File: config.mk
export PLATFORM = sky130hd
export DESIGN_NAME = lpcfp_parser
export DESIGN_NICKNAME = d
export VERILOG_FILES = /design/src/core/lpcfp_pkg.sv /design/src/core/lpcfp_buf2.sv /design/src/core/lpcfp_parser.sv
export SDC_FILE = /design/constraint.sdc
export NUM_CORES = 1
export LEC_CHECK = 0
export BUFFER_PORTS_ARGS = -buffer_cell sky130_fd_sc_hd__buf_2
export CELL_PAD_IN_SITES_DETAIL_PLACEMENT = 1
export CELL_PAD_IN_SITES_GLOBAL_PLACEMENT = 1
export CORE_MARGIN = 2
export CORE_UTILIZATION = 40
export CTS_CLUSTER_SIZE = 10
export DETAILED_ROUTE_END_ITERATION = 8
export PLACE_DENSITY_LB_ADDON = 0.2
export SYNTH_ARGS = -nofsm -noshare
export SYNTH_HDL_FRONTEND = slang
export SYNTH_SLANG_ARGS = --single-unit
File: constraint.sdc
create_clock -name CLOCK -period 10.83 [get_ports CLOCK]
set_clock_uncertainty 0.2 [all_clocks]
set_input_delay 1.6245 -clock CLOCK [delete_from_list [all_inputs] [get_ports CLOCK]]
set_output_delay 1.6245 -clock CLOCK [all_outputs]
set_load 0.1 [all_outputs]
File: src/core/lpcfp_pkg.sv
// Purpose: Shared constants and carriers for the local parameter command frame parser
// Assumes: Unescaped byte framing, one clock domain
// Notes:   Command codes are the two ASCII characters of each command, high character first
`default_nettype none
package lpcfp_pkg;
  localparam logic [7:0]  START_DELIM    = 8'h7e;
  localparam logic [7:0]  TYPE_LOCAL_CMD = 8'h08;
  localparam logic [7:0]  TYPE_LOCAL_RSP = 8'h88;
  localparam logic [7:0]  CSUM_GOOD      = 8'hff;
  localparam logic [7:0]  NO_RESPONSE_ID = 8'h00;
  localparam logic [15:0] CMD_NODE_LABEL = 16'h4e49;
  localparam logic [15:0] CMD_TEMP_QUERY = 16'h5450;
  localparam logic [15:0] CMD_ESCAPE_OPT = 16'h4150;
  localparam logic [7:0]  ST_OK          = 8'h00;
  localparam logic [7:0]  ST_ERROR       = 8'h01;
  localparam logic [7:0]  ST_BAD_CMD     = 8'h02;
  localparam logic [7:0]  ST_BAD_PARAM   = 8'h03;
  localparam logic [7:0]  ESCAPE_MAX_OK  = 8'h01;
  // Body offsets, counted from the frame type byte
  localparam logic [15:0] BODY_TYPE      = 16'h0000;
  localparam logic [15:0] BODY_ID        = 16'h0001;
  localparam logic [15:0] BODY_CMD_HI    = 16'h0002;
  localparam logic [15:0] BODY_CMD_LO    = 16'h0003;
  localparam logic [15:0] BODY_MIN_LEN   = 16'h0004;
  localparam logic [15:0] PARAM_MAX      = 16'h0004;
  // Response byte positions
  localparam logic [3:0]  RSP_DELIM      = 4'h0;
  localparam logic [3:0]  RSP_LEN_HI     = 4'h1;
  localparam logic [3:0]  RSP_LEN_LO     = 4'h2;
  localparam logic [3:0]  RSP_TYPE       = 4'h3;
  localparam logic [3:0]  RSP_ID         = 4'h4;
  localparam logic [3:0]  RSP_CMD_HI     = 4'h5;
  localparam logic [3:0]  RSP_CMD_LO     = 4'h6;
  localparam logic [3:0]  RSP_STATUS     = 4'h7;
  localparam logic [3:0]  RSP_DATA       = 4'h8;
  localparam logic [7:0]  RSP_FIXED_LEN  = 8'h05;
  // Values after reset
  localparam logic [7:0]  ESCAPE_RST     = 8'h01;
  localparam logic [31:0] LABEL_RST      = 32'h0000_0000;
  localparam logic [2:0]  LABEL_LEN_RST  = 3'h0;

  typedef logic [7:0] lpcfp_byte_t;

  typedef struct packed {
    logic [7:0]  ftype;
    logic [7:0]  fid;
    logic [15:0] cmd;
  } lpcfp_hdr_s;

  typedef struct packed {
    logic [7:0]  status;
    logic [31:0] data;
    logic [2:0]  dlen;
  } lpcfp_rsp_s;
endpackage : lpcfp_pkg
`default_nettype wire

File: src/core/lpcfp_buf2.sv
// Purpose: Two-entry byte buffer with valid and ready on both sides
// Assumes: Same clock on both sides
// Notes:   Outputs and in_ready all come from flops; in_ready drops once the tail entry is full
`default_nettype none
module lpcfp_buf2 (
  input  wire logic                 clk,
  input  wire logic                 rst,
  input  wire lpcfp_pkg::lpcfp_byte_t in_data,
  input  wire logic                 in_valid,
  output logic                      in_ready,
  output lpcfp_pkg::lpcfp_byte_t    out_data,
  output logic                      out_valid,
  input  wire logic                 out_ready
);
  import lpcfp_pkg::*;

  lpcfp_byte_t head_r, head_nxt, tail_r, tail_nxt;
  logic        hv_r, hv_nxt, tv_r, tv_nxt;
  logic        push, pop;

  always_comb begin
    push     = in_valid & ~tv_r;
    pop      = hv_r & out_ready;
    head_nxt = head_r;
    tail_nxt = tail_r;
    hv_nxt   = hv_r;
    tv_nxt   = tv_r;
    if (pop) begin
      if (tv_r) begin
        head_nxt = tail_r;
        tv_nxt   = 1'b0;
      end else begin
        head_nxt = in_data;
        hv_nxt   = push;
      end
    end else if (push) begin
      if (!hv_r) begin
        head_nxt = in_data;
        hv_nxt   = 1'b1;
      end else begin
        tail_nxt = in_data;
        tv_nxt   = 1'b1;
      end
    end
  end

  always_ff @(posedge clk) begin
    if (rst) begin
      head_r <= 8'h00;
      tail_r <= 8'h00;
      hv_r   <= 1'b0;
      tv_r   <= 1'b0;
    end else begin
      head_r <= head_nxt;
      tail_r <= tail_nxt;
      hv_r   <= hv_nxt;
      tv_r   <= tv_nxt;
    end
  end

  assign in_ready  = ~tv_r;
  assign out_data  = head_r;
  assign out_valid = hv_r;
endmodule : lpcfp_buf2
`default_nettype wire

File: src/core/lpcfp_parser.sv
// Purpose: Parses local parameter command frames, applies or queries parameters, builds responses
// Assumes: Byte stream from logic on CLOCK; temperature arrives from outside and is synchronised
// Notes:   Escaped framing is not supported, so the escape option only accepts 0 or 1
//
// How it works
// - A frame begins when the start delimiter byte is seen while idle.
// - The two bytes after the delimiter give the count of bytes between length and checksum.
// - Only frame type 0x08 is acted upon; other types are dropped.
// - A correlation tag of zero suppresses the response frame.
// - Body bytes two and three name the parameter command.
// - Parameter bytes after the command name are written to the parameter at once.
// - A frame with no parameter bytes is a query and returns the current value.
// - The checksum is 0xff minus the low byte of the sum of all body bytes.
// - The response has type 0x88 and repeats the request's tag.
// - A set answers with a status telling whether the change was accepted.
// - Bytes are taken literally; a delimiter value inside a frame is data.
`default_nettype none
module lpcfp_parser (
  input  wire logic                   CLOCK,
  input  wire logic                   RST,
  input  wire lpcfp_pkg::lpcfp_byte_t RX_DATA,
  input  wire logic                   RX_VALID,
  output logic                        RX_READY,
  input  wire logic [15:0]            TEMP_SENSE,
  output lpcfp_pkg::lpcfp_byte_t      TX_DATA,
  output logic                        TX_VALID,
  input  wire logic                   TX_READY,
  output logic [7:0]                  API_ESCAPE_OPTION,
  output logic [31:0]                 NODE_LABEL,
  output logic [2:0]                  NODE_LABEL_LEN,
  output logic                        FRAME_ERROR
);
  import lpcfp_pkg::*;

  typedef enum logic [2:0] {S_IDLE, S_LEN_HI, S_LEN_LO, S_BODY, S_CSUM, S_EXEC, S_RESP} lpcfp_state_e;

  function automatic lpcfp_byte_t csum_add(input lpcfp_byte_t a, input lpcfp_byte_t b);
    csum_add = a + b;
  endfunction : csum_add

  function automatic lpcfp_byte_t data_byte(input logic [31:0] d, input logic [2:0] n, input logic [3:0] k);
    logic [4:0] sh;
    sh = 5'({n - 3'h1 - k[2:0], 3'h0});
    data_byte = 8'(d >> sh);
  endfunction : data_byte

  lpcfp_state_e state_r, state_nxt;
  logic [15:0]  len_r, len_nxt, cnt_r, cnt_nxt, pcnt_r, pcnt_nxt;
  lpcfp_byte_t  sum_r, sum_nxt, tsum_r, tsum_nxt;
  lpcfp_hdr_s   hdr_r, hdr_nxt;
  logic [31:0]  pbuf_r, pbuf_nxt;
  lpcfp_rsp_s   rsp_r, rsp_nxt;
  logic [3:0]   ridx_r, ridx_nxt;
  logic         rx_ready_r, rx_ready_nxt, err_r, err_nxt;
  logic [7:0]   escape_r, escape_nxt;
  logic [31:0]  label_r, label_nxt;
  logic [2:0]   label_len_r, label_len_nxt;
  logic [15:0]  temp_m_r, temp_s_r, temp_p_r, temp_h_r;
  logic         rx_take, csum_ok;
  lpcfp_byte_t  push_data;
  logic         push_valid, push_ready, push_last;
  logic         is_set;

  // Sensor value comes from outside this clock
  always_ff @(posedge CLOCK) begin
    if (RST) begin
      temp_m_r <= 16'h0000;
      temp_s_r <= 16'h0000;
      temp_p_r <= 16'h0000;
      temp_h_r <= 16'h0000;
    end else begin
      temp_m_r <= TEMP_SENSE;
      temp_s_r <= temp_m_r;
      temp_p_r <= temp_s_r;
      // Bits may land on different edges, so a word is kept only once two samples agree
      temp_h_r <= temp_s_r == temp_p_r ? temp_s_r : temp_h_r;
    end
  end

  assign rx_take = RX_VALID & rx_ready_r;
  assign csum_ok = csum_add(sum_r, RX_DATA) == CSUM_GOOD;
  assign is_set  = pcnt_r != 16'h0000;

  // Response byte chosen by position
  always_comb begin
    push_data = 8'h00;
    push_last = 1'b0;
    unique case (ridx_r)
      RSP_DELIM:  push_data = START_DELIM;
      RSP_LEN_HI: push_data = 8'h00;
      RSP_LEN_LO: push_data = RSP_FIXED_LEN + {5'h00, rsp_r.dlen};
      RSP_TYPE:   push_data = TYPE_LOCAL_RSP;
      RSP_ID:     push_data = hdr_r.fid;
      RSP_CMD_HI: push_data = hdr_r.cmd[15:8];
      RSP_CMD_LO: push_data = hdr_r.cmd[7:0];
      RSP_STATUS: push_data = rsp_r.status;
      default: begin
        if (ridx_r - RSP_DATA < {1'b0, rsp_r.dlen}) begin
          push_data = data_byte(rsp_r.data, rsp_r.dlen, ridx_r - RSP_DATA);
        end else begin
          push_data = CSUM_GOOD - tsum_r;
          push_last = 1'b1;
        end
      end
    endcase
  end

  assign push_valid = state_r == S_RESP;

  always_comb begin
    state_nxt     = state_r;
    len_nxt       = len_r;
    cnt_nxt       = cnt_r;
    pcnt_nxt      = pcnt_r;
    sum_nxt       = sum_r;
    tsum_nxt      = tsum_r;
    hdr_nxt       = hdr_r;
    pbuf_nxt      = pbuf_r;
    rsp_nxt       = rsp_r;
    ridx_nxt      = ridx_r;
    err_nxt       = 1'b0;
    escape_nxt    = escape_r;
    label_nxt     = label_r;
    label_len_nxt = label_len_r;
    unique case (state_r)
      S_IDLE: begin
        if (rx_take && RX_DATA == START_DELIM) begin
          state_nxt = S_LEN_HI;
        end
      end
      S_LEN_HI: begin
        if (rx_take) begin
          len_nxt[15:8] = RX_DATA;
          state_nxt     = S_LEN_LO;
        end
      end
      S_LEN_LO: begin
        if (rx_take) begin
          len_nxt[7:0] = RX_DATA;
          cnt_nxt      = 16'h0000;
          pcnt_nxt     = 16'h0000;
          sum_nxt      = 8'h00;
          pbuf_nxt     = 32'h0000_0000;
          state_nxt    = {len_r[15:8], RX_DATA} == 16'h0000 ? S_CSUM : S_BODY;
        end
      end
      S_BODY: begin
        // A delimiter value here is ordinary data; no resync on it
        if (rx_take) begin
          unique case (cnt_r)
            BODY_TYPE:   hdr_nxt.ftype    = RX_DATA;
            BODY_ID:     hdr_nxt.fid      = RX_DATA;
            BODY_CMD_HI: hdr_nxt.cmd[15:8] = RX_DATA;
            BODY_CMD_LO: hdr_nxt.cmd[7:0]  = RX_DATA;
            default: begin
              pcnt_nxt = pcnt_r + 16'h0001;
              pbuf_nxt = {pbuf_r[23:0], RX_DATA};
            end
          endcase
          sum_nxt = csum_add(sum_r, RX_DATA);
          cnt_nxt = cnt_r + 16'h0001;
          if (cnt_r + 16'h0001 == len_r) begin
            state_nxt = S_CSUM;
          end
        end
      end
      S_CSUM: begin
        if (rx_take) begin
          if (!csum_ok || len_r < BODY_MIN_LEN) begin
            err_nxt   = 1'b1;
            state_nxt = S_IDLE;
          end else if (hdr_r.ftype != TYPE_LOCAL_CMD) begin
            state_nxt = S_IDLE;
          end else begin
            state_nxt = S_EXEC;
          end
        end
      end
      S_EXEC: begin
        rsp_nxt.status = ST_OK;
        rsp_nxt.data   = 32'h0000_0000;
        rsp_nxt.dlen   = 3'h0;
        unique case (hdr_r.cmd)
          CMD_NODE_LABEL: begin
            if (!is_set) begin
              rsp_nxt.data = label_r;
              rsp_nxt.dlen = label_len_r;
            end else if (pcnt_r <= PARAM_MAX) begin
              label_nxt     = pbuf_r;
              label_len_nxt = 3'(pcnt_r);
            end else begin
              rsp_nxt.status = ST_BAD_PARAM;
            end
          end
          CMD_TEMP_QUERY: begin
            if (!is_set) begin
              rsp_nxt.data = {16'h0000, temp_h_r};
              rsp_nxt.dlen = 3'h2;
            end else begin
              rsp_nxt.status = ST_ERROR;
            end
          end
          CMD_ESCAPE_OPT: begin
            if (!is_set) begin
              rsp_nxt.data = {24'h000000, escape_r};
              rsp_nxt.dlen = 3'h1;
            end else if (pcnt_r == 16'h0001 && pbuf_r[7:0] <= ESCAPE_MAX_OK) begin
              escape_nxt = pbuf_r[7:0];
            end else begin
              rsp_nxt.status = ST_BAD_PARAM;
            end
          end
          default: rsp_nxt.status = ST_BAD_CMD;
        endcase
        ridx_nxt  = RSP_DELIM;
        tsum_nxt  = 8'h00;
        state_nxt = hdr_r.fid == NO_RESPONSE_ID ? S_IDLE : S_RESP;
      end
      S_RESP: begin
        // Waits on the buffer, so a stalled receiver holds this state
        if (push_ready) begin
          if (ridx_r >= RSP_TYPE) begin
            tsum_nxt = csum_add(tsum_r, push_data);
          end
          ridx_nxt = ridx_r + 4'h1;
          if (push_last) begin
            state_nxt = S_IDLE;
          end
        end
      end
    endcase
    rx_ready_nxt = state_nxt != S_EXEC && state_nxt != S_RESP;
  end

  always_ff @(posedge CLOCK) begin
    if (RST) begin
      state_r     <= S_IDLE;
      len_r       <= 16'h0000;
      cnt_r       <= 16'h0000;
      pcnt_r      <= 16'h0000;
      sum_r       <= 8'h00;
      tsum_r      <= 8'h00;
      hdr_r       <= '0;
      pbuf_r      <= 32'h0000_0000;
      rsp_r       <= '0;
      ridx_r      <= 4'h0;
      rx_ready_r  <= 1'b0;
      err_r       <= 1'b0;
      escape_r    <= ESCAPE_RST;
      label_r     <= LABEL_RST;
      label_len_r <= LABEL_LEN_RST;
    end else begin
      state_r     <= state_nxt;
      len_r       <= len_nxt;
      cnt_r       <= cnt_nxt;
      pcnt_r      <= pcnt_nxt;
      sum_r       <= sum_nxt;
      tsum_r      <= tsum_nxt;
      hdr_r       <= hdr_nxt;
      pbuf_r      <= pbuf_nxt;
      rsp_r       <= rsp_nxt;
      ridx_r      <= ridx_nxt;
      rx_ready_r  <= rx_ready_nxt;
      err_r       <= err_nxt;
      escape_r    <= escape_nxt;
      label_r     <= label_nxt;
      label_len_r <= label_len_nxt;
    end
  end

  lpcfp_buf2 u_txbuf (
    .clk       (CLOCK),
    .rst       (RST),
    .in_data   (push_data),
    .in_valid  (push_valid),
    .in_ready  (push_ready),
    .out_data  (TX_DATA),
    .out_valid (TX_VALID),
    .out_ready (TX_READY)
  );

  assign RX_READY          = rx_ready_r;
  assign FRAME_ERROR       = err_r;
  assign API_ESCAPE_OPTION = escape_r;
  assign NODE_LABEL        = label_r;
  assign NODE_LABEL_LEN    = label_len_r;

  a_start_opens: assert property (@(posedge CLOCK) disable iff (RST)
    (state_r == S_IDLE && rx_take && RX_DATA == START_DELIM) |=> state_r == S_LEN_HI)
    else $error("delimiter did not open a frame");
  a_len_high_first: assert property (@(posedge CLOCK) disable iff (RST)
    (state_r == S_LEN_HI && rx_take) ##1 (state_r == S_LEN_LO && rx_take)
      |=> len_r == {$past(RX_DATA, 2), $past(RX_DATA)})
    else $error("length not assembled high byte first");
  a_type_gate: assert property (@(posedge CLOCK) disable iff (RST)
    state_r == S_EXEC |-> hdr_r.ftype == TYPE_LOCAL_CMD)
    else $error("non local command type executed");
  a_tag_zero_quiet: assert property (@(posedge CLOCK) disable iff (RST)
    (state_r == S_EXEC && hdr_r.fid == NO_RESPONSE_ID) |=> state_r == S_IDLE && !push_valid)
    else $error("response started for zero tag");
  a_cmd_capture: assert property (@(posedge CLOCK) disable iff (RST)
    (state_r == S_BODY && rx_take && cnt_r == BODY_CMD_LO) |=> hdr_r.cmd[7:0] == $past(RX_DATA))
    else $error("command low character not captured");
  a_set_now: assert property (@(posedge CLOCK) disable iff (RST)
    (state_r == S_EXEC && hdr_r.cmd == CMD_ESCAPE_OPT && pcnt_r == 16'h0001 && pbuf_r[7:0] <= ESCAPE_MAX_OK)
      |=> API_ESCAPE_OPTION == $past(pbuf_r[7:0]))
    else $error("escape option not applied at once");
  a_query_temp: assert property (@(posedge CLOCK) disable iff (RST)
    (state_r == S_EXEC && !is_set && hdr_r.cmd == CMD_TEMP_QUERY)
      |=> rsp_r.data[15:0] == $past(temp_h_r) && rsp_r.dlen == 3'h2)
    else $error("temperature query returned wrong value");
  a_bad_sum_drop: assert property (@(posedge CLOCK) disable iff (RST)
    (state_r == S_CSUM && rx_take && !csum_ok) |=> state_r == S_IDLE && FRAME_ERROR ##1 !FRAME_ERROR)
    else $error("bad checksum frame not dropped");
  a_rsp_tag: assert property (@(posedge CLOCK) disable iff (RST)
    (push_valid && push_ready && ridx_r == RSP_TYPE) |-> push_data == TYPE_LOCAL_RSP
      ##1 (ridx_r == RSP_ID && push_data == hdr_r.fid))
    else $error("response type or tag wrong");
  a_ro_refused: assert property (@(posedge CLOCK) disable iff (RST)
    (state_r == S_EXEC && is_set && hdr_r.cmd == CMD_TEMP_QUERY) |=> rsp_r.status == ST_ERROR)
    else $error("read only set not refused");
  a_delim_is_data: assert property (@(posedge CLOCK) disable iff (RST)
    (state_r == S_BODY && rx_take && RX_DATA == START_DELIM) |=> cnt_r == $past(cnt_r) + 16'h0001)
    else $error("delimiter value inside body not counted");
endmodule : lpcfp_parser
`default_nettype wire

**Yosys cells after proc, flatten, opt, wreduce, memory -nomap -nowiden**

Index checks and enable logic that the tools add are counted.

- Bits of input ports: 28
- Memory bits (writable): 0
- Memory bits (read-only): 0
- Output and inout bits: 54
- Word-level logic and storage cells: 173
- Latch bits: 0
- Memories: 0
- Flip-flop bits (word level): 305

- Div/mod/pow operators: 0
- $lt $le $gt $ge: 5
- Reduce and logical (&&, ||, !) cells: 34
- Shift-type cells: 1
- Bitwise operators: 7
- Add/sub/neg operators: 10
- Mux-type cells: 53
- Equal/unequal tests: 34
- Multipliers: 0

Operators by type and width:

| cell | number |
|---|---|
| $pmux 35 s3 | 1 |
| $mux 32 | 3 |
| $mux 8 | 9 |
| $mux 16 | 4 |
| $pmux 16 s2 | 2 |
| $pmux 32 s2 | 1 |
| $pmux 8 s8 | 1 |
| $eq 16x15->1 const B | 3 |
| $mux 3 | 12 |
| $mux 35 | 1 |
| $add 16x1->16 const B | 2 |
| $eq 16x1->1 const B | 2 |
| $eq 16x16->1 | 2 |
| $eq 16x2->1 const B | 2 |
| $logic_not 16->1 | 2 |
| $pmux 8 s2 | 2 |
| $shr 32x5->8 | 1 |
| $pmux 8 s3 | 1 |
| $pmux 3 s7 | 1 |
| $reduce_and 3->1 | 7 |
| $mux 19 | 1 |
| $add 8x8->8 | 2 |
| $eq 4x3->1 const B | 4 |
| $le 16x3->1 const B | 1 |
| other kinds (41) | 77 |

**Depth between registers and ports, before layout**

Gate-level depths: netlist of run 1.

- Depth in word-level cells: 9
- Gate-level depth with buffers: 18
- Mapped depth without buffers: 17

**By module**

A second synthesis of run 1 with hierarchy kept.

- Cells, all modules: 1530
- Area, all modules: 13441.6 um2

By module, submodules not included:

| module | sequential area each (um2) | cells each | area each (um2) | instances |
|---|---|---|---|---|
| lpcfp_parser | 5625.4 | 1439 | 12580.8 | 1 |
| lpcfp_buf2 | 360.3 | 91 | 860.8 | 1 |

**Least setup slack after synthesis of run 1**

OpenSTA, ideal clock, no wires.

- Kind: input-to-reg
- Start point: in RX_DATA[0]
- End point: reg rx_ready_r (netlist: RX_READY)
- Setup slack: 6.782 ns
- Path buffers: 0
- Stages: 9
- Arrival time: 3.733 ns
- Setup time: 0.115 ns
- Data required time: 10.515 ns
- Path through: ha_1 fa_1 a211o_1 a2111oi_0 nor3b_1 nor4_1 o21ai_0 o311a_1 o21ba_1

- Cells in the longest elaborated chain, start to end: 9
- Elaborated cells on any way between the ends: 16
- Classes of those cells: 1 x add/sub; 4 x eq/ne; 6 x mux; 5 x reduce/logical

RTL lines:

| element | line | RTL |
|---|---|---|
| from (decl) | lpcfp_parser.sv:21 | `input wire lpcfp_pkg::lpcfp_byte_t RX_DATA,` |
| $add 8x8->8 | lpcfp_parser.sv:38 | `csum_add = a + b;` |
| $eq 8x8->1 | lpcfp_parser.sv:81 | `assign csum_ok = csum_add(sum_r, RX_DATA) == CSUM_GOOD;` |
| $logic_not 1->1 | lpcfp_parser.sv:169 | `if (!csum_ok \|\| len_r < BODY_MIN_LEN) begin` |
| $logic_or 1x1->1 | lpcfp_parser.sv:169 |  |
| $mux 3 | lpcfp_parser.sv:169 |  |
| $mux 3 | lpcfp_parser.sv:168 | `if (rx_take) begin` |
| $pmux 3 s7 (*) | lpcfp_parser.sv:125 | `unique case (state_r)` |
| $ne 3x3->1 | lpcfp_parser.sv:232 | `rx_ready_nxt = state_nxt != S_EXEC && state_nxt != S_RESP;` |
| $logic_and 1x1->1 (*) | lpcfp_parser.sv:232 |  |
| to (signal assigned) | lpcfp_parser.sv:263 | `rx_ready_r <= rx_ready_nxt;` |
| to (decl) | lpcfp_parser.sv:54 | `logic rx_ready_r, rx_ready_nxt, err_r, err_nxt;` |

Mark *: on every way between the ends. The rest lies on a longest branch, timed or not.
A chain may end at the register's enable or synchronous reset.

**Worst setup path in the final report of run 1**

- Start point: reg ridx_r[2]
- End point: reg tsum_r[6]

- Cells in the longest elaborated chain, start to end: 8
- Elaborated cells on any way between the ends: 19
- Classes of those cells: 2 x add/sub; 2 x order compare; 8 x eq/ne; 5 x mux; 2 x reduce/logical

RTL lines:

| element | line | RTL |
|---|---|---|
| from (decl) | lpcfp_parser.sv:53 | `logic [3:0] ridx_r, ridx_nxt;` |
| from (signal assigned) | lpcfp_parser.sv:262 | `ridx_r <= ridx_nxt;` |
| $sub 4x4->4 | - |  |
| $lt 4x3->1 | lpcfp_parser.sv:98 | `if (ridx_r - RSP_DATA < {1'b0, rsp_r.dlen}) begin` |
| $mux 8 | lpcfp_parser.sv:98 |  |
| $pmux 8 s8 (*) | lpcfp_parser.sv:88 | `unique case (ridx_r)` |
| net push_data[0] | lpcfp_parser.sv:60 | `lpcfp_byte_t push_data;` |
| $add 8x8->8 (*) | lpcfp_parser.sv:38 |  |
| $mux 8 (*) | lpcfp_parser.sv:222 | `if (ridx_r >= RSP_TYPE) begin` |
| $mux 8 (*) | lpcfp_parser.sv:221 | `if (push_ready) begin` |
| $pmux 8 s2 (*) | lpcfp_parser.sv:125 |  |
| to (signal assigned) | lpcfp_parser.sv:258 | `tsum_r <= tsum_nxt;` |
| to (decl) | lpcfp_parser.sv:49 | `lpcfp_byte_t sum_r, sum_nxt, tsum_r, tsum_nxt;` |

Mark *: on every way through the listed nets, which the timed path passes. The rest lies on a longest branch. The select of a mux whose other input is x is not followed.

==> results.yml, run 1 <==
sta:
  fmax_mhz: 218.7
  hold_viol_final: 0
  rsz0062_at_grt: "false"
  fin_crit_ps: 4573
  fin_crit_sh_pct: 42.22
  tightestPinTransition_ps: 959.8
  slew_viol_final: 0
  finalSetupTns_ps: 0
  finalSetupViolations: 0
  slew_headroom_pct: 35.53
  hold_ws_ps: 233.2
clock_network:
  htreeDepth: 2
  numCtsBuffers: 36
  ctsHoldBuffers: 0
  clock_path_buffers: 3
  post_cts_resized: 0
  tritoncts: "yes"
  cts_sinks: 299
  clock_latency_ps: 530
  ctsRootBufferMaster: "clkbuf_16"
  post_cts.repair.setup_buffers: 0
  path_clk_slew_ps: 60
global_routing:
  antenna_found_initial: 0
  overflow: 0
  grt_pass1_vias: 11349
  grt_use_total_pct: 22.61
  grt_first_pass_wirelength_mm: 62.20
  grt_max_degree: 80
place:
  port_buffers: 81
  dpl_cell_area_sq_um: 13860
  hpwlAfterDp_mm: 26.31
  gp_congestion: 0.8416
status:
  status: "completed"
routing:
  routed_wl_mm: 38.64
  ant_nets: 0
  drc: 0
  first_pass_iters: 7
  routed_via_density: 5.525
  drt_iter0_drc: 642
  vias: 11288
  drt-wirelength-per-cell_um: 18.91
setup_path:
  endpoint: "tsum_r[6]"
  regToRegEndpoint: "tsum_r[6]"
  crit_chain: "ha_1 -> nor2b_1 -> and2_1 -> a21oi_1 -> o22ai_1 -> ha_1 -> inv_1 -> fa_1 -> nor2b_1 -> o21ai_0 -> a21boi_0 -> o21a_1 -> nor3_1 -> or4b_1 -> a21oi_1"
  crit_type: "reg2reg"
  cp.arrival_ps: 4810
  critPathMaxStageDelay_ps: 510
  required_ps: 11070
  cp-start-kind: "flip-flop"
  cp_slowest_cell: "dfxtp_1"
  cp-end-kind: "flip-flop"
  path_max_fanout: 19
  r2r_cells: 15
  rrSetupSlack_ps: 6260
  timing.rr.start: "ridx_r[2]"
  crit_path_start: "ridx_r[2]"
cells_and_area:
  diodes: 0
  nNetsFinal: 1652
  finalInstanceArea_sq_um: 14900
  drive_gt1_share_pct: 10.68
  syn_to_final_growth_pct: 12.62
  fin_util_pct: 45.78
power_and_ir_drop:
  peakVddDrop_mv: 0.1236
  pwr-share-clk_pct: 48.4
  leakage_nw: 5.526
  intPower_mw: 1.762
  power_frac_comb_pct: 2.5
  p_per_area_nw_per_um2: 152.1
  p_total_mw: 2.266
  seqPwrFrac_pct: 49.1
  p_sw_share_pct: 22.25
  p_switching_uw: 504.3
synthesis:
  yosys-top-cells-count: "dfxtp_1 (299), nand2_1 (271), a21oi_1 (176)"
  synth_compound_area_share_pct: 15.62
  synth.mux.area_fraction_pct: 4.020
  yosys.area.top_type: "dfxtp_1"
  synth_area_leaders: "dfxtp_1 (45%), nand2_1 (7.7%), a21oi_1 (6.7%)"
  synth_top_area_share_pct: 45.26
  synth-edff-count: 0
  synth.most_common_cell: "dfxtp_1"
  synthCells: 1566
  ys_seq_elements: 299
  synth-main-ff-cell: "dfxtp_1"
  synth.yosys.warnings: 0
  ys_seq_area_share_pct: 45.26
  synthAdderAreaFrac_pct: 3.141
  synth_top_family_by_area: "simple AND/OR/NAND/NOR gates"
  synth_nets: 1626
  synthXorXnorAreaFrac_pct: 4.295
  synthArstFlopShare_pct: 0
  syn_avg_cell_area_sq_um: 8.446
  yosys.area_share.simple_pct: 23.56
  netlist_area_sq_um: 13230
  synth_cell_types: 78
floorplan:
  die_area_sq_um: 34540
  initial_utilization_pct: 40.65
  die_x_um: 185.8
  core.rowCount: 66
  coreArea_sq_um: 32540
  io_pins: 82
  die_y_um: 185.8
worst_hold_path:
  hp-class: "reg2reg"
job:
  maxCapViolCount: 0
[area by class of cell]
cell class / count / area (sq um)
Multi-Input combinational cell: 1135 / 6721
Clock buffer: 45 / 985.9
Clock inverter: 2 / 46.29
Inverter: 27 / 101.3
Fill cell: 3899 / 17640
Timing Repair Buffer: 93 / 501.7
Tap cell: 442 / 553.0
Sequential cell: 299 / 5986
[layer usage]
| layer | global-route usage, % | part of all wire [%] | up-vias |
|---|---|---|---|
| met5 | 0 | 0 | - |
| met4 | 5.197 | 1.8 | 0 |
| met3 | 3.111 | 3.7 | 48 |
| met2 | 38.36 | 48 | 186 |
| met1 | 30.44 | 47 | 5561 |
| li1 | - | - | 5493 |
[stage by stage]
stage,cells,setup slack [ps]
4_1_cts,2043,6335
3_5_place_dp,1996,5820
3_3_place_gp,1996,5898
5_1_grt,2043,5950
6_report,2043,6257
2_1_floorplan,1566,6782
[kinds of logic (layout without fill, tap and decap cells)]
kind of cell,after synthesis,in the layout
fa+ha+maj,32,32
flops,299,299
buf+inv,132,167
xor+xnor,64,64
compound gates,342,342
mux,43,43
simple gates,654,654
[how the worst min path moves through the flow]
stage               slack [ps]  depth (start not counted)        start     endpoint
CTS                        240                          1  temp_m_r[9]  temp_s_r[9]
global route               250                          1  temp_m_r[3]  temp_s_r[3]
detailed placement         230                          1  temp_m_r[4]  temp_s_r[4]
floorplan                  210                          1  temp_m_r[0]  temp_s_r[0]
finish                     230                          1  temp_m_r[4]  temp_s_r[4]
global placement           220                          1  temp_m_r[5]  temp_s_r[5]
[cell usage in the layout, fill, tap and decap left out, types with 21 or more instances in the layout]
master and n:
nand2_1 271, nor4_1 27, nand3_1 64, inv_1 26, nor2b_1 56, nand4_1 21, xor2_1 34, xnor2_1 29
buf_2 80, ha_1 30, nor3_1 23, a21oi_1 176, nor2_1 111, o21ai_0 37, clkbuf_16 37, mux2i_1 34
dfxtp_1 299
[critical path: cells and delay by family, from the launching register on]
family / cells / cell delay [ps]
AOI/OAI and AO/OA: 6 / 1180
DFF: 1 / 510
and+or+nand+nor: 5 / 1630
adders and majority gates: 3 / 920
buffers and inverters: 1 / 60
[power groups by stage]
stage	clock network, mW	registers [mW]	logic, mW
global placement	0	1.14	0.0566
detailed placement	0	1.14	0.0579
floorplan	0	1.14	0.0377
finish	1.10	1.11	0.0572
global route	1.17	1.11	0.0633
CTS	1.12	1.11	0.0584
[registers in the layout (all words and copies together), names as in the netlist, 32 cells and up]
name,count
NODE_LABEL,32
pbuf_r,32
hdr_r,32
rsp_r,37
Note: power is estimated with default switching activity, not from simulation.
==> inputs of run 2 (changes only) <==
==> constraint.sdc (replaced) <==
create_clock -name CLOCK -period 4.34 [get_ports CLOCK]
set_clock_uncertainty 0.2 [all_clocks]
set_input_delay 0.651 -clock CLOCK [delete_from_list [all_inputs] [get_ports CLOCK]]
set_output_delay 0.651 -clock CLOCK [all_outputs]
set_load 0.1 [all_outputs]
==> results.yml, run 2 (synthesis gave the netlist of run 1 again) <==
cells_and_area:
  syn_to_final_growth_pct: 14.15
  mostFrequentLayoutCells: "dfxtp_1 (299), nand2_1 (271), a21oi_1 (176), nor2_1 (111), buf_2 (80)"
  final_common_cell: "dfxtp_1"
  drive_gt1_share_pct: 11.99
  finalNonFillerCells: 2068
  diodes: 0
  fin_util_pct: 46.40
  fill_cells: 3878
  largest_register: "rsp_r"
  largest_register_ffs: 37
  nNetsFinal: 1672
sta:
  finalSetupViolations: 0
  slew_viol_final: 0
  fin_crit_ps: 4036
  tightestPinTransition_ps: 986.2
  fin_crit_sh_pct: 93.00
  hold_viol_final: 0
  finalSetupTns_ps: 0
  fmax_mhz: 247.8
  setup_ws_ps: 303.7
  slew_headroom_pct: 33.56
setup_path:
  crit_type: "reg2reg"
  cp_slowest_cell: "or4b_1"
  path_delay_family: "compound AO/OA/AOI/OAI gates"
  cp-start-kind: "flip-flop"
  crit_chain: "inv_1 -> ha_1 -> nor2b_1 -> o21ai_4 -> and2_1 -> a21oi_1 -> o22ai_1 -> ha_1 -> inv_1 -> fa_1 -> nor2b_1 -> o21ai_0 -> a21boi_1 -> o21a_1 -> nor3_1 -> or4b_1 -> a21oi_1"
  cp.buffers_inverters: 2
  required_ps: 4600
  path_max_fanout: 10
  cp-end-kind: "flip-flop"
  timing.rr.start: "rsp_r[1]"
  cp.arrival_ps: 4300
  crit_path_start: "rsp_r[1]"
  critPathMaxStageDelay_ps: 470
clock_network:
  post_cts_resized: 0
  ctsRootBufferMaster: "clkbuf_16"
  ctsHoldBuffers: 0
  numCtsBuffers: 37
  cts_sinks: 299
  clock_path_buffers: 3
  post_cts.repair.setup_buffers: 0
  path_clk_slew_ps: 60
  clock_latency_ps: 530
  htreeDepth: 2
  tritoncts: "yes"
place:
  dpl.cell_count: 2015
  gp_congestion: 0.8399
  hpwlAfterDp_mm: 27.30
  place_ws_ps: 232.6
  port_buffers: 81
floorplan:
  coreArea_sq_um: 32540
  initial_utilization_pct: 40.65
  die_area_sq_um: 34540
  die_y_um: 185.8
  io_pins: 82
  core.rowCount: 66
  die_x_um: 185.8
global_routing:
  grt_max_degree: 119
  grt_use_total_pct: 22.90
  antenna_found_initial: 0
  overflow: 0
  grt_pass1_vias: 11276
  grt_first_pass_wirelength_mm: 62.69
status:
  status: "completed"
job:
  maxCapViolCount: 0
routing:
  routed_wl_mm: 39.54
  first_pass_iters: 6
  vias: 11348
  drc: 0
  drt-wirelength-per-cell_um: 19.12
  routed_via_density: 5.487
  drt_iter0_drc: 608
  ant_nets: 0
power_and_ir_drop:
  p_per_area_nw_per_um2: 378.5
  peakVddDrop_mv: 0.2834
  leakage_nw: 5.648
worst_hold_path:
  hp-class: "in2reg"
  min_from: "TEMP_SENSE[1]"
## run 2: stage by stage
| stage | hold WS [ps] | power, mW | area, sq um |
|---|---|---|---|
| after floorplan | 213.8 | 2.930 | 13230 |
| after global placement | 216.9 | 2.983 | 14000 |
| after detailed placement | 225.8 | 2.986 | 14000 |
| after CTS | 116.4 | 5.797 | 15060 |
| after global routing | 124.6 | 5.919 | 15100 |
| final | 129.7 | 5.715 | 15100 |
## run 2: power breakdown
part	internal [mW]	switching [mW]	total, mW
combinational	0.0461	0.102	0.148
clock	1.62	1.17	2.79
sequential	2.77	0.0110	2.78
## run 2: final timing paths
kind / end / slack [ps] / cells past startpoint
hold / removal: temp_m_r[1] / 130 / 2
setup reg to reg: tsum_r[6] / 300 / 17
setup / recovery: tsum_r[6] / 300 / 17
hold reg to reg: temp_s_r[0] / 240 / 1
## run 2: cell type report
class	count	area [sq um]	share of cell area [%]
multi-input combinational	1135	6741	44.65
sequential	299	5986	39.65
clock buffer	48	1008	6.679
timing repair buffer	112	656.9	4.351
tap	442	553.0	3.663
inverter	27	101.3	0.6713
clock inverter	5	51.30	0.3398
## run 2: layer usage
layer / track usage [%] / part of all wire, % / vias up
met5: 0 / 0 / -
met1: 31.20 / 46 / 5518
li1: - / - / 5540
met2: 37.86 / 47 / 223
met4: 6.740 / 2.5 / 0
met3: 3.013 / 4.3 / 67
